<file path="src/tssp_pkg.sv">
package tssp_pkg;
  // Device register indices on the configuration link
  localparam logic [6:0] DEV_MAIN      = 7'h00;   // Main control
  localparam logic [6:0] DEV_INTERFACE = 7'h01;   // Pin and clock options
  localparam logic [6:0] DEV_MODEM     = 7'h0B;   // Test sequence control
  localparam logic [6:0] DEV_LOCK      = 7'h0C;   // Lock pin select
  localparam logic [6:0] DEV_STATUS    = 7'h0D;   // Read-only lock status
  // Device field positions
  localparam int MAIN_PA_ON_BIT  = 0;             // Internal amplifier on
  localparam int MAIN_PDS_LSB    = 4;             // power_down_select[1:0]
  localparam int INTF_BYPASS_BIT = 0;             // oscillator_bypass
  localparam int INTF_WAIT_BIT   = 1;             // clock_pin_wait_option
  localparam int INTF_FOLLOW_BIT = 2;             // external_amp_follow
  localparam int INTF_LEVEL_BIT  = 3;             // external_amp_level
  localparam int MODEM_TSE_BIT   = 0;             // test_sequence_enable
  localparam int LOCK_SEL_LSB    = 4;             // lock select[3:0]
  // Device reset values
  localparam logic [7:0] MAIN_RST  = 8'h00;
  localparam logic [7:0] INTF_RST  = 8'h00;
  localparam logic [7:0] MODEM_RST = 8'h00;
  localparam logic [7:0] LOCK_RST  = 8'h00;
  // Power-down select and lock select codes
  localparam logic [1:0] PDS_NORMAL = 2'h0;
  localparam logic [1:0] PDS_WAIT   = 2'h1;
  localparam logic [3:0] LSEL_LOW   = 4'h0;
  localparam logic [3:0] LSEL_HIGH  = 4'h1;
  localparam logic [3:0] LSEL_LOCK  = 4'h2;
  // Test sequence generator
  localparam logic [8:0] PN_SEED = 9'h1FF;
  localparam int         PN_TAP  = 4;             // x^5 term, x^9 is bit 8
  // Bit clock half period in pclk cycles
  localparam logic [3:0] BIT_HALF = 4'h8;
  // Host APB register byte offsets
  localparam logic [11:0] H_CMD    = 12'h000;
  localparam logic [11:0] H_STATUS = 12'h004;
  localparam logic [11:0] H_TXDATA = 12'h008;
  localparam logic [11:0] H_CTRL   = 12'h00C;
  localparam int CMD_ADDR_LSB = 8;
  localparam int CMD_WE_BIT   = 16;
  localparam int CTRL_ARM     = 0;
  localparam int CTRL_AUTO    = 1;
  localparam int CTRL_IDLE    = 2;
  localparam int CTRL_TXEN    = 3;
  localparam int FIFO_DEPTH   = 8;
  localparam int FIFO_WIDTH   = 8;
endpackage

</file>
<file path="src/tssp_if.sv">
interface tssp_if;
  logic       cfg_req;          // Host: one-cycle access request
  logic       cfg_we;           // Host: write when high
  logic [6:0] cfg_addr;         // Host: device register index
  logic [7:0] cfg_wdata;        // Host: write data
  logic       cfg_ack;          // Device: one-cycle answer
  logic [7:0] cfg_rdata;        // Device: read data with ack
  logic       tx_serial_input;  // Host: transmit data line
  logic       bit_clock_pin;    // Device: bit clock or lock signal
  modport dev  (input cfg_req, cfg_we, cfg_addr, cfg_wdata, tx_serial_input,
                output cfg_ack, cfg_rdata, bit_clock_pin);
  modport host (output cfg_req, cfg_we, cfg_addr, cfg_wdata, tx_serial_input,
                input cfg_ack, cfg_rdata, bit_clock_pin);
endinterface

</file>
<file path="src/tssp_fifo.sv">
module tssp_fifo #(
  parameter int W = 8,
  parameter int D = 8
) (
  input  wire logic         pclk,       // Clock
  input  wire logic         presetn,    // Async reset, active low
  input  wire logic         in_valid,   // Write request
  output logic              in_ready,   // Not full
  input  wire logic [W-1:0] in_data,    // Write data
  output logic              out_valid,  // Not empty
  input  wire logic         out_ready,  // Pop request
  output logic [W-1:0]      out_data    // Head word
);
  localparam int AW = $clog2(D);
  logic [W-1:0]  mem [D];               // Storage
  logic [AW-1:0] wr_reg;                // Write pointer
  logic [AW-1:0] rd_reg;                // Read pointer
  logic [AW:0]   cnt_reg;               // Fill level
  logic          push;
  logic          pop;

  assign in_ready  = (cnt_reg != (AW+1)'(D));
  assign out_valid = (cnt_reg != '0);
  assign push      = in_valid & in_ready;
  assign pop       = out_ready & out_valid;
  assign out_data  = mem[rd_reg];

  // Storage has no reset; only written words are ever read
  always_ff @(posedge pclk) begin
    if (push) begin
      mem[wr_reg] <= in_data;
    end
  end

  // Pointers and level
  always_ff @(posedge pclk or negedge presetn) begin
    if (!presetn) begin
      wr_reg  <= '0;
      rd_reg  <= '0;
      cnt_reg <= '0;
    end else begin
      if (push) begin
        wr_reg <= (wr_reg == AW'(D-1)) ? '0 : wr_reg + 1'b1;
      end
      if (pop) begin
        rd_reg <= (rd_reg == AW'(D-1)) ? '0 : rd_reg + 1'b1;
      end
      cnt_reg <= cnt_reg + (AW+1)'(push) - (AW+1)'(pop);
    end
  end
endmodule // tssp_fifo

</file>
<file path="src/tssp_host.sv">
module tssp_host (
  tssp_if.host        link,     // Link to the device
  input  wire logic        pclk,     // Clock
  input  wire logic        presetn,  // Async reset, active low
  input  wire logic        psel,     // APB select
  input  wire logic        penable,  // APB access phase
  input  wire logic        pwrite,   // APB direction
  input  wire logic [11:0] paddr,    // APB byte address
  input  wire logic [31:0] pwdata,   // APB write data
  output logic        pready,   // APB ready
  output logic [31:0] prdata,   // APB read data
  output logic        pslverr   // APB error on unmapped address
);
  logic [3:0]  ctrl_reg;        // Arm, auto, idle level, tx enable
  logic        busy_reg;        // Link access outstanding
  logic        lock_seen_reg;   // Sticky lock event
  logic        resume_reg;      // Automatic resume pending
  logic [7:0]  rdata_reg;       // Last device read
  logic [7:0]  shadow_reg;      // Copy of device main control
  logic        req_reg;         // Link request pulse
  logic        we_reg;          // Link direction
  logic [6:0]  addr_reg;        // Link index
  logic [7:0]  wdata_reg;       // Link data
  logic [31:0] prdata_reg;      // Read data captured in setup
  logic        clk_prev_reg;    // Previous bit clock level
  logic        line_reg;        // Data line
  logic [7:0]  sh_reg;          // Serializer shift register
  logic [2:0]  left_reg;        // Bits still to send
  logic        access;
  logic        mapped;
  logic        cmd_fire;
  logic        res_fire;
  logic        fall;
  logic        fifo_in_ready;
  logic        fifo_out_valid;
  logic        fifo_pop;
  logic [7:0]  fifo_data;

  assign access = psel & penable;
  assign mapped = (paddr[1:0] == 2'h0) && (paddr[11:4] == 8'h00);
  // Stall a command while the link is busy and a push while full
  assign pready = access & ~(pwrite && paddr == tssp_pkg::H_CMD && busy_reg)
                         & ~(pwrite && paddr == tssp_pkg::H_TXDATA && !fifo_in_ready);
  assign pslverr  = pready & ~mapped;
  assign prdata   = prdata_reg;
  assign cmd_fire = pready && pwrite && paddr == tssp_pkg::H_CMD;
  assign res_fire = resume_reg && !busy_reg && !cmd_fire;
  assign fall     = clk_prev_reg & ~link.bit_clock_pin;

  // Read data is prepared in the setup phase so it stands in the access phase
  always_ff @(posedge pclk or negedge presetn) begin
    if (!presetn) begin
      prdata_reg <= 32'h0000_0000;
    end else if (psel && !penable) begin
      case (paddr)
        tssp_pkg::H_STATUS: prdata_reg <= {16'h0000, rdata_reg, 3'h0, link.bit_clock_pin,
                                           ~fifo_out_valid, fifo_in_ready, lock_seen_reg,
                                           busy_reg};
        tssp_pkg::H_CTRL:   prdata_reg <= {28'h000_0000, ctrl_reg};
        default:            prdata_reg <= 32'h0000_0000;
      endcase
    end
  end

  // Control register and sticky lock flag; a new event beats the clear
  always_ff @(posedge pclk or negedge presetn) begin
    if (!presetn) begin
      ctrl_reg      <= 4'h0;
      lock_seen_reg <= 1'b0;
      clk_prev_reg  <= 1'b0;
    end else begin
      clk_prev_reg <= link.bit_clock_pin;
      if (pready && pwrite && paddr == tssp_pkg::H_CTRL) begin
        ctrl_reg <= pwdata[3:0];
      end
      if (fall && ctrl_reg[tssp_pkg::CTRL_ARM]) begin
        lock_seen_reg <= 1'b1;
      end else if (pready && pwrite && paddr == tssp_pkg::H_STATUS && pwdata[1]) begin
        lock_seen_reg <= 1'b0;
      end
    end
  end

  // Link requests: software commands first, then the automatic resume
  always_ff @(posedge pclk or negedge presetn) begin
    if (!presetn) begin
      req_reg    <= 1'b0;
      we_reg     <= 1'b0;
      addr_reg   <= 7'h00;
      wdata_reg  <= 8'h00;
      busy_reg   <= 1'b0;
      resume_reg <= 1'b0;
      rdata_reg  <= 8'h00;
      shadow_reg <= tssp_pkg::MAIN_RST;
    end else begin
      req_reg <= cmd_fire | res_fire;
      if (fall && ctrl_reg[tssp_pkg::CTRL_ARM] && ctrl_reg[tssp_pkg::CTRL_AUTO]) begin
        resume_reg <= 1'b1;
      end else if (res_fire) begin
        resume_reg <= 1'b0;
      end
      if (cmd_fire) begin
        we_reg    <= pwdata[tssp_pkg::CMD_WE_BIT];
        addr_reg  <= pwdata[tssp_pkg::CMD_ADDR_LSB +: 7];
        wdata_reg <= pwdata[7:0];
        busy_reg  <= 1'b1;
        if (pwdata[tssp_pkg::CMD_WE_BIT] &&
            pwdata[tssp_pkg::CMD_ADDR_LSB +: 7] == tssp_pkg::DEV_MAIN) begin
          shadow_reg <= pwdata[7:0];
        end
      end else if (res_fire) begin
        // Return the device to normal bit clock after lock
        we_reg    <= 1'b1;
        addr_reg  <= tssp_pkg::DEV_MAIN;
        wdata_reg <= shadow_reg & ~(8'h03 << tssp_pkg::MAIN_PDS_LSB);
        shadow_reg <= shadow_reg & ~(8'h03 << tssp_pkg::MAIN_PDS_LSB);
        busy_reg  <= 1'b1;
      end else if (link.cfg_ack) begin
        busy_reg <= 1'b0;
        if (!we_reg) begin
          rdata_reg <= link.cfg_rdata;
        end
      end
    end
  end

  assign link.cfg_req   = req_reg;
  assign link.cfg_we    = we_reg;
  assign link.cfg_addr  = addr_reg;
  assign link.cfg_wdata = wdata_reg;

  tssp_fifo #(
    .W (tssp_pkg::FIFO_WIDTH),
    .D (tssp_pkg::FIFO_DEPTH)
  ) u_fifo (
    .pclk      (pclk),
    .presetn   (presetn),
    .in_valid  (pready && pwrite && paddr == tssp_pkg::H_TXDATA),
    .in_ready  (fifo_in_ready),
    .in_data   (pwdata[7:0]),
    .out_valid (fifo_out_valid),
    .out_ready (fifo_pop),
    .out_data  (fifo_data)
  );

  // Serializer: MSB first, changes on the falling bit clock so the
  // device samples a settled level on the rising one
  assign fifo_pop = fall && ctrl_reg[tssp_pkg::CTRL_TXEN] && left_reg == 3'h0;

  always_ff @(posedge pclk or negedge presetn) begin
    if (!presetn) begin
      line_reg <= 1'b0;
      sh_reg   <= 8'h00;
      left_reg <= 3'h0;
    end else if (!ctrl_reg[tssp_pkg::CTRL_TXEN]) begin
      line_reg <= ctrl_reg[tssp_pkg::CTRL_IDLE];
      left_reg <= 3'h0;
    end else if (fall) begin
      if (left_reg != 3'h0) begin
        line_reg <= sh_reg[7];
        sh_reg   <= {sh_reg[6:0], 1'b0};
        left_reg <= left_reg - 3'h1;
      end else if (fifo_out_valid) begin
        line_reg <= fifo_data[7];
        sh_reg   <= {fifo_data[6:0], 1'b0};
        left_reg <= 3'h7;
      end
    end
  end

  assign link.tx_serial_input = line_reg;
endmodule // tssp_host

</file>
<file path="src/flat_wrapper.sv">
// flat-port wrapper written by rule: the top's interface ports become plain ports
module tssp_host_flat 
  (pclk, presetn, psel, penable, pwrite, paddr, pwdata, pready, prdata, pslverr, link_cfg_req, link_cfg_we, link_cfg_addr, link_cfg_wdata, link_tx_serial_input, link_cfg_ack, link_cfg_rdata, link_bit_clock_pin);
  tssp_if link_i ();
  input  wire logic pclk;
  input  wire logic presetn;
  input  wire logic psel;
  input  wire logic penable;
  input  wire logic pwrite;
  input  wire logic [11:0] paddr;
  input  wire logic [31:0] pwdata;
  output logic pready;
  output logic [31:0] prdata;
  output logic pslverr;
  output wire logic [$bits(link_i.cfg_req)-1:0] link_cfg_req;
  output wire logic [$bits(link_i.cfg_we)-1:0] link_cfg_we;
  output wire logic [$bits(link_i.cfg_addr)-1:0] link_cfg_addr;
  output wire logic [$bits(link_i.cfg_wdata)-1:0] link_cfg_wdata;
  output wire logic [$bits(link_i.tx_serial_input)-1:0] link_tx_serial_input;
  input wire logic [$bits(link_i.cfg_ack)-1:0] link_cfg_ack;
  input wire logic [$bits(link_i.cfg_rdata)-1:0] link_cfg_rdata;
  input wire logic [$bits(link_i.bit_clock_pin)-1:0] link_bit_clock_pin;
  assign link_cfg_req = link_i.cfg_req;
  assign link_cfg_we = link_i.cfg_we;
  assign link_cfg_addr = link_i.cfg_addr;
  assign link_cfg_wdata = link_i.cfg_wdata;
  assign link_tx_serial_input = link_i.tx_serial_input;
  assign link_i.cfg_ack = link_cfg_ack;
  assign link_i.cfg_rdata = link_cfg_rdata;
  assign link_i.bit_clock_pin = link_bit_clock_pin;
  tssp_host u_core (.link(link_i), .pclk(pclk), .presetn(presetn), .psel(psel), .penable(penable), .pwrite(pwrite), .paddr(paddr), .pwdata(pwdata), .pready(pready), .prdata(prdata), .pslverr(pslverr));
endmodule
</file>
<file path="config.mk">
export PLATFORM = sky130hd
export DESIGN_NAME = tssp_host_flat
export DESIGN_NICKNAME = d
export VERILOG_FILES = /design/src/tssp_pkg.sv /design/src/tssp_if.sv /design/src/tssp_fifo.sv /design/src/tssp_host.sv /design/src/flat_wrapper.sv
export SDC_FILE = /design/constraint.sdc
export NUM_CORES = 1
export LEC_CHECK = 0
export ABC_CLOCK_PERIOD_IN_PS = 3480
export BUFFER_PORTS_ARGS = -buffer_cell sky130_fd_sc_hd__buf_4
export CELL_PAD_IN_SITES_DETAIL_PLACEMENT = 1
export CELL_PAD_IN_SITES_GLOBAL_PLACEMENT = 2
export CORE_UTILIZATION = 40
export CTS_BUF_LIST = sky130_fd_sc_hd__clkbuf_4
export CTS_CLUSTER_DIAMETER = 60
export DETAILED_ROUTE_END_ITERATION = 8
export PLACE_DENSITY_LB_ADDON = 0.1
export RECOVER_POWER = 50
export SETUP_SLACK_MARGIN = 0.5
export SLEW_MARGIN = 25
export SYNTH_ARGS = -nofsm -noshare
export SYNTH_HDL_FRONTEND = slang
export SYNTH_SLANG_ARGS = --single-unit
export TNS_END_PERCENT = 100
</file>
<file path="constraint.sdc">
create_clock -name pclk -period 3.48 [get_ports pclk]
set_input_delay 0.174 -clock pclk [delete_from_list [all_inputs] [get_ports pclk]]
set_output_delay 0.174 -clock pclk [all_outputs]
set_load 0.02 [all_outputs]
</file>
==> metrics.cfg, run 1 <==
[run_status]
status=finished, violations left
violations=capacitance limit, slew limit

[cts]
path_clk_slew_ns=0.13
clk_path_buf_depth=2
clock_sinks=137
post_cts_buffers=0
cts_hold_buf=29
clock_latency_ns=0.55
h-tree-depth=4
cts_tree=built
cts_resized=0
numCtsBuffers=17
clock-root-buffer=clkbuf_4

[pwr]
intPower_mw=2.37
irDropWorstVdd_mv=0.169
power.switching_uw=730
pwr-share-comb_pct=6.1
powerDensity_mw_per_mm2=427
power_frac_seq_pct=55.3
switching_share_pct=23.5
pwr-share-clk_pct=38.6
leakagePower_nw=3.19

[min_path]
min_path_type=in -> reg

[critical_path]
crit_family=simple AND/OR/NAND/NOR gates
cpMostUsedCell=ha_1
cpPeakStageDelay_ns=0.45
cp.required_ns=3.96
cp_cell_sequence=inv_1, ha_1, nor3b_1, nor3b_1, nand2_1, ha_1, inv_1, ha_1, a21o_1, a21oi_1, xor2_1
cp-start-kind=flop
critPathSlowestCell=nor3b_1
crit_type=reg -> reg
cp_data_arrival_time_ns=3.18
cp.buffers_inverters=2
crit_fanout=8
setup.worst_path.end_class=flop

[sta]
tightest_slew_ns=1.87
finalSetupViolations=0
fin_ws_ns=0.786
fin_setup_tns_ns=0
rsz0062_at_grt=no
fin_crit_sh_pct=77.4
relSlewSlack_pct=-24.6
maxSlewViolCount=74
skew_ns=0.0184
max_freq_mhz=371
final_hold_viol_count=0
fin_crit_ns=2.69

[run]
max-cap-violations=1

[cells_and_area]
final_nets=606
area_delta_synth_final_pct=21.6
largest_reg_flops=64
drive_above_1_share_pct=27.2

[die]
die_w_um=124
start_util_pct=41.0
io_pins=111
rows=44
die_h_um=124
fp.coreArea_sq_mm=0.0145
die-area_sq_mm=0.0154

[grt]
grt_start_max_net_pins=74
antenna_found_initial=1
grt_pass1_wl_mm=21.3
grt-ovfl-total=0
track_usage_pct=19.2
grt_pass1_vias=4021

[detailed_routing]
vias_per_cell=5.17
final_antenna_net_count=0
drt-pass1-iter-count=4
wirelength_mm=13.2
drtIter0Drc=191
drcViolationCount=0
wl_per_cell_um=18.0
via_count=3784

[yosys]
yosys_warnings=0
async_flop_share_pct=53.3
yosysUniqueCellTypes=53
synth_seq_cells=137
syn_avg_cell_area_sq_um=14.3
ys.flop_type=dfrtp_1
synth_edf_count=64
syn_inst=417
yosysTopAreaCellShare_pct=32.2
synth_area_leaders=edfxtp_1, dfrtp_1, mux4_2
syn_area_sq_mm=0.00597
ys_seq_area_share_pct=62.8
yosys.area.top_type=edfxtp_1

[place]
place_ws_ns=0.743
gp_congestion=0.741
port_buffers=75
dp_hpwl_mm=8.93

-- area by class of cell --
class                   count  area (sq um)
fillers                  1516          7280
diodes                      1          2.50
clock buffers              18           135
inverters                  12          45.0
clock inverters            14           196
multi-input cells         250          2000
repair buffers            116           896
flip-flops and latches    137          3750
well taps                 184           230
-- stage by stage --
step,total power [mW],util [%],hold WS [ns],area [sq um],cells
after detailed placement,1.92,46.1,0.306,6690,670
after global routing,3.22,49.9,0.0860,7260,732
after global placement,1.91,46.1,0.304,6690,670
after floorplan,1.84,-,-0.122,6030,435
final,3.10,49.9,0.114,7260,732
after CTS,3.15,50.3,0.0232,7320,731
-- synthesized netlist by cell type, types with 5 or more instances --
cell,number
nand2_1,31
buf_4,20
a22o_1,11
a21o_1,7
o21ai_0,6
dfrtp_1,73
ha_1,12
nor3_1,5
mux2i_1,14
mux2_2,15
nand2b_1,7
mux2_1,9
a211oi_1,6
nor2_1,23
mux4_2,16
clkbuf_1,10
edfxtp_1,64
a21oi_1,10
nand3_1,18
inv_1,12
-- cell usage in the layout (no fill, tap or decap), types with 4 or more instances in the layout --
cell type	instances
clkbuf_1	12
mux2_1	9
mux4_2	16
nor2_1	23
buf_4	74
nand2_1	31
bufinv_16	4
clkinv_4	4
mux2i_1	14
dlygate4sd3_1	29
mux2_2	15
edfxtp_1	64
inv_1	12
ha_1	12
dfrtp_1	73
clkbuf_4	18
a22oi_1	4
o21ai_0	6
conb_1	19
nand3_1	18
a22o_1	11
a21o_1	7
a21oi_1	10
a211oi_1	6
nand2b_1	7
nor3_1	5
-- power groups by stage --
stage / Combinational [mW] / Sequential [mW] / Clock, mW
2_1_floorplan: 0.0932 / 1.75 / 0
3_3_place_gp: 0.164 / 1.75 / 0
3_5_place_dp: 0.175 / 1.75 / 0
4_1_cts: 0.200 / 1.71 / 1.24
5_1_grt: 0.210 / 1.72 / 1.30
6_report: 0.188 / 1.71 / 1.20
-- worst paths after layout --
kind | start | to | slack, ns | cells after the start
max in group asynchronous | presetn | u_core.link.cfg_we | 1.72 | 2
min | paddr[10] | u_core.prdata[2] | 0.11 | 5
max | u_core.u_fifo.cnt_reg[2] | u_core.u_fifo.cnt_reg[3] | 0.79 | 11
min in group asynchronous | presetn | u_core.sh_reg[5] | 0.63 | 2
max reg2reg | u_core.u_fifo.cnt_reg[2] | u_core.u_fifo.cnt_reg[3] | 0.79 | 11
min reg2reg | u_core.sh_reg[6] | u_core.sh_reg[6] | 0.49 | 1
-- worst register-to-register path: stages (launching register included) --
cell and delay, ns:
dfrtp_1 0.38, inv_1 0.10, ha_1 0.15, nor3b_1 0.45, nor3b_1 0.15, nand2_1 0.29, ha_1 0.26, inv_1 0.06
ha_1 0.26, a21o_1 0.18, a21oi_1 0.17, xor2_1 0.17
-- cells by family after synthesis --
family                   Yosys count  synth area share [%]
AO/OA/AOI/OAI                     49                  5.89
XOR/XNOR                           2                 0.294
adder cells (fa/ha/maj)           13                  2.85
buffers and inverters             48                  4.49
flip-flops                       137                  62.8
multiplexers                      54                  12.9
other                              1                0.0629
AND/OR/NAND/NOR                  113                  10.7
-- metal layers --
layer	GRT usage, %	wire length [um]
met4	8.18	176
met1	23.9	5850
met2	31.1	6550
met3	5.59	611
met5	0	0
Note: power is estimated with default switching activity, not from simulation.
==> run 2: changes to the inputs <==
--- a/config.mk
+++ b/config.mk
@@ -5,11 +5,11 @@
 export SDC_FILE = /design/constraint.sdc
 export NUM_CORES = 1
 export LEC_CHECK = 0
-export ABC_CLOCK_PERIOD_IN_PS = 3480
+export ABC_CLOCK_PERIOD_IN_PS = 2400
 export BUFFER_PORTS_ARGS = -buffer_cell sky130_fd_sc_hd__buf_4
 export CELL_PAD_IN_SITES_DETAIL_PLACEMENT = 1
 export CELL_PAD_IN_SITES_GLOBAL_PLACEMENT = 2
-export CORE_UTILIZATION = 40
+export CORE_UTILIZATION = 36
 export CTS_BUF_LIST = sky130_fd_sc_hd__clkbuf_4
 export CTS_CLUSTER_DIAMETER = 60
 export DETAILED_ROUTE_END_ITERATION = 8
==> constraint.sdc (replaced) <==
create_clock -name pclk -period 2.4 [get_ports pclk]
set_input_delay 0.12 -clock pclk [delete_from_list [all_inputs] [get_ports pclk]]
set_output_delay 0.12 -clock pclk [all_outputs]
set_load 0.02 [all_outputs]
==> metrics.cfg, run 2 (synthesis gave the netlist of run 1 again) <==
[detailed_routing]
drtIter0Drc=168
wl_met2_mm=7.10
dr_wl_met3_um=677
final_antenna_net_count=0
highest_layer=met4
drcViolationCount=0
wl_met1_mm=5.77
drt-pass1-iter-count=4
via_count=3910
wl_per_cell_um=17.2
wirelength_mm=13.7
vias_per_cell=4.92

[run]
max-cap-violations=1

[die]
io_pins=111
die_h_um=131
start_util_pct=37.2
rows=46
die-area_sq_mm=0.0171
die_w_um=131
fp.coreArea_sq_mm=0.0161

[cts]
clock-root-buffer=clkbuf_4
numCtsBuffers=17
clock_latency_ns=0.54
clock_sinks=137
cts_tree=built
clk_path_buf_depth=2
h-tree-depth=4
path_clk_slew_ns=0.12

[grt]
grt_pass1_wl_mm=22.3
track_usage_pct=17.9
grt_pass1_vias=4287
antenna_found_initial=0
grt-ovfl-total=0
grt_start_max_net_pins=74

[cells_and_area]
largest_reg_flops=64
final_common_cell=buf_4
stdcell_area_sq_mm=0.00775
n_antenna_cell=0
fill_cells=1655
area_delta_synth_final_pct=29.9
final_nets=638
postLayoutCoreUtil_pct=48.3
layout_common_cells=buf_4, dfrtp_1, edfxtp_1
drive_above_1_share_pct=33.5

[sta]
skew_ns=0.0148
tightest_slew_ns=1.91
maxSlewViolCount=74
final_hold_viol_count=0
relSlewSlack_pct=-27.5
max_freq_mhz=424
rsz0062_at_grt=yes
holdWs_ns=0.0756
fin_crit_ns=2.36
finalSetupViolations=0
fin_crit_sh_pct=98.2

[pwr]
total_power_mw=4.37
power_frac_seq_pct=57.0
intPower_mw=3.27
pwr-share-clk_pct=35.4
powerDensity_mw_per_mm2=563
pwr-share-comb_pct=7.6
irDropWorstVdd_mv=0.243
switching_share_pct=25.0
power.switching_mw=1.09
leakagePower_nw=3.36

[critical_path]
setup.worst_path.end_class=flop
cp_data_arrival_time_ns=2.80
cpPeakStageDelay_ns=0.52
cpMostUsedCell=inv_2
crit_type=reg -> reg
cp_cell_sequence=inv_2, ha_4, or3b_4, o211ai_4, nor2_4, ha_4, inv_2, ha_4, inv_2, fa_2, inv_2
crit_fanout=2
cp-start-kind=flop
cp.required_ns=2.85
critPathSlowestCell=fa_2

[run_status]
violations=capacitance limit, slew limit
status=finished, violations left

[place]
placed_area_sq_mm=0.00694
dp_hpwl_mm=9.22
gp_congestion=0.779
port_buffers=75

[min_path]
min_path_type=in -> reg

run 2: cell types whose count changed in the layout (fill, tap and decap cells not counted), moves of 5 or more:
cell / change
buf_6: +14
dlygate4sd3_1: +8
inv_1: -5
inv_2: +5
run 2: what timing repair did:
action | in CTS | in global routing
hold buffers | 37 | 0
gates resized for setup | 17 | 18
endpoints found under the setup margin | 67 | 82
buffers inserted | 9 | 3
hold endpoints to repair | 175 | 0
pin swaps | 8 | 11
run 2: cell type report:
| type | instances | area (sq um) | area share, % |
|---|---|---|---|
| Multi-Input combinational cell | 250 | 2170 | 28.0 |
| Sequential cell | 137 | 3750 | 48.4 |
| Clock buffer | 17 | 128 | 1.65 |
| Timing Repair Buffer | 148 | 1230 | 15.8 |
| Tap cell | 216 | 270 | 3.49 |
| Clock inverter | 15 | 166 | 2.15 |
| Inverter | 12 | 45.0 | 0.581 |
run 2: worst paths after layout:
kind                                           from  slack, ns                        to  cells after the start
setup reg to reg           u_core.u_fifo.cnt_reg[3]       0.04  u_core.u_fifo.cnt_reg[1]                     11
min in group asynchronous                   presetn       0.63  u_core.link.cfg_wdata[6]                      2
setup / recovery           u_core.u_fifo.cnt_reg[3]       0.04  u_core.u_fifo.cnt_reg[1]                     11
hold / removal                               pwrite       0.08        u_core.ctrl_reg[2]                      5
hold reg to reg                    u_core.sh_reg[6]       0.50          u_core.sh_reg[6]                      1
max in group asynchronous                   presetn       0.62          u_core.sh_reg[4]                      2
run 2: power by group through the flow:
stage / Sequential, mW / Combinational, mW / Clock [mW]
floorplan: 2.53 / 0.154 / 0
global placement: 2.53 / 0.269 / 0
detailed placement: 2.53 / 0.277 / 0
CTS: 2.49 / 0.344 / 1.61
global route: 2.49 / 0.370 / 1.69
finish: 2.49 / 0.333 / 1.54
run 2: metrics by stage:
| step | setup slack [ns] | instances | TNS (ns) |
|---|---|---|---|
| 2_1_floorplan | 0.0655 | 435 | 0 |
| 3_3_place_gp | 0.0812 | 714 | 0 |
| 3_5_place_dp | -0.0426 | 714 | -0.0426 |
| 4_1_cts | 0.0377 | 792 | 0 |
| 5_1_grt | -0.0476 | 795 | -0.0759 |
| 6_report | 0.0429 | 795 | 0 |
run 2: worst max-delay path: cells and delay by family, from the launching register on:
| family | cells | cell delay (ns) |
|---|---|---|
| fa+ha+maj | 4 | 0.98 |
| buf+inv | 4 | 0.19 |
| flops | 1 | 0.42 |
| simple gates | 2 | 0.46 |
| compound gates | 1 | 0.21 |
run 2: metal layers:
metal / vias to the layer above / GRT usage [%]
met2: 104 / 31.4
met1: 1980 / 21.5
met5: - / 0
li1: 1812 / -
met3: 14 / 5.01
met4: 0 / 5.27
==> run 3: changes to the inputs <==
--- a/config.mk
+++ b/config.mk
@@ -9,6 +9,7 @@
 export BUFFER_PORTS_ARGS = -buffer_cell sky130_fd_sc_hd__buf_4
 export CELL_PAD_IN_SITES_DETAIL_PLACEMENT = 1
 export CELL_PAD_IN_SITES_GLOBAL_PLACEMENT = 2
+export CORE_ASPECT_RATIO = 1.75
 export CORE_UTILIZATION = 36
 export CTS_BUF_LIST = sky130_fd_sc_hd__clkbuf_4
 export CTS_CLUSTER_DIAMETER = 60
==> metrics.cfg, run 3 (synthesis gave the netlist of run 1 again) <==
[place]
gp_congestion=0.749
port_buffers=75
placed_area_sq_mm=0.00692
dpl.cell_count=686
dp_hpwl_mm=9.77

[sta]
maxSlewViolCount=0
fin_crit_ns=2.33
max_freq_mhz=430
tightest_slew_ns=1.02
finalSetupViolations=0
relSlewSlack_pct=31.8
final_hold_viol_count=0
fin_crit_sh_pct=96.9
fin_setup_tns_ns=0
rsz0062_at_grt=yes
skew_ns=0.0181

[min_path]
min_path_type=in -> reg

[cells_and_area]
final_common_cell=buf_4
stdcell_area_sq_mm=0.00782
final_nets=639
largest_reg_flops=64
postLayoutCoreUtil_pct=48.8
layoutNonFillerInstCount=770
drive_above_1_share_pct=34.7
layout_common_cells=buf_4, dfrtp_1, edfxtp_1
area_delta_synth_final_pct=31.1

[critical_path]
cpPeakStageDelay_ns=0.40
cp_data_arrival_time_ns=2.75
crit_fanout=3
setup.worst_path.end_class=flop
cp-start-kind=flop
crit_type=reg -> reg
cp_cell_sequence=inv_2, ha_4, or3b_4, o211ai_4, nor2_4, ha_4, inv_2, ha_4, inv_2, fa_1, xnor2_1
crit_family=adder cells
cp.required_ns=2.83
cp.buffers_inverters=3
critPathSlowestCell=dfrtp_1

[die]
die-area_sq_mm=0.0171
start_util_pct=37.2
io_pins=111
rows=61
die_w_um=99.3
fp.coreArea_sq_mm=0.0160
die_h_um=172

[grt]
antenna_found_initial=1
grt_pass1_vias=4302
grt_pass1_wl_mm=23.3
grt_start_max_net_pins=40
grt-ovfl-total=0
track_usage_pct=18.4

[cts]
clock_sinks=137
numCtsBuffers=17
path_clk_slew_ns=0.13
clock_latency_ns=0.53
cts_tree=built
h-tree-depth=4
clk_path_buf_depth=2
clock-root-buffer=clkbuf_4

[detailed_routing]
final_antenna_net_count=0
wirelength_mm=14.5
drt-pass1-iter-count=4
drtIter0Drc=86
via_count=3924
drcViolationCount=0
vias_per_cell=5.10
wl_per_cell_um=18.9

[pwr]
total_power_mw=4.52
irDropWorstVdd_mv=0.437
leakagePower_nw=3.39
powerDensity_mw_per_mm2=577

[run_status]
status=finished clean

[run]
max-cap-violations=0

[run 3: changes by cell type in the layout (fill, tap and decap cells not counted), sizes merged]
cell         previous run  this run
dlygate4sd3            37        32
clkbuf                 34        37
inv                    18        23
buf                    94        97
diode                   0         1
clkinv                  6         1
[run 3: cell type report]
| class | instances | area, sq um |
|---|---|---|
| Tap cell | 189 | 236 |
| Clock buffer | 17 | 128 |
| Multi-Input combinational cell | 250 | 2200 |
| Clock inverter | 15 | 198 |
| Fill cell | 1638 | 8210 |
| Timing Repair Buffer | 149 | 1260 |
| Antenna cell | 1 | 2.50 |
| Sequential cell | 137 | 3750 |
| Inverter | 12 | 45.0 |
[run 3: repair_timing]
action | CTS | global route
hold endpoints to repair | 175 | 0
setup buffers | 14 | 5
hold buffers | 32 | 0
pin swaps | 12 | 5
endpoints found under the setup margin | 79 | 80
gates resized for setup | 22 | 12
[run 3: metal layers]
layer / vias up / routed length, um / track usage, %
li1: 1820 / - / -
met1: 2019 / 5490 / 20.2
met2: 75 / 8470 / 35.4
met3: 10 / 411 / 3.84
met4: 0 / 148 / 5.24
met5: - / 0 / 0
[run 3: worst min-delay path: cells and delay by family]
family | cells | cell delay (ns)
muxes | 1 | 0.21
and+or+nand+nor | 2 | 0.18
buffers and inverters | 1 | 0.09
[run 3: worst paths after layout]
path | start | end | slack [ns] | cells past startpoint
max | u_core.u_fifo.cnt_reg[2] | u_core.u_fifo.cnt_reg[2] | 0.07 | 11
min | paddr[11] | u_core.ctrl_reg[1] | 0.10 | 4
max reg2reg | u_core.u_fifo.cnt_reg[2] | u_core.u_fifo.cnt_reg[2] | 0.07 | 11
min reg2reg | u_core.sh_reg[3] | u_core.sh_reg[3] | 0.50 | 1
max in group asynchronous | presetn | u_core.u_fifo.rd_reg[1] | 0.51 | 3
min in group asynchronous | presetn | u_core.link.cfg_wdata[4] | 0.26 | 2
[run 3: report_power, final]
part / internal, mW / switching, mW
Sequential: 2.48 / 0.0113
Clock: 0.688 / 1.01
Combinational: 0.154 / 0.174
Total: 3.32 / 1.20
[run 3: stage by stage]
stage	hold WS, ns	setup slack [ns]
after CTS	0.0402	0.0621
after detailed placement	0.131	-0.00467
final	0.103	0.0746
after global routing	0.0616	-0.0146
after floorplan	-0.176	0.0655
after global placement	0.131	0.0690
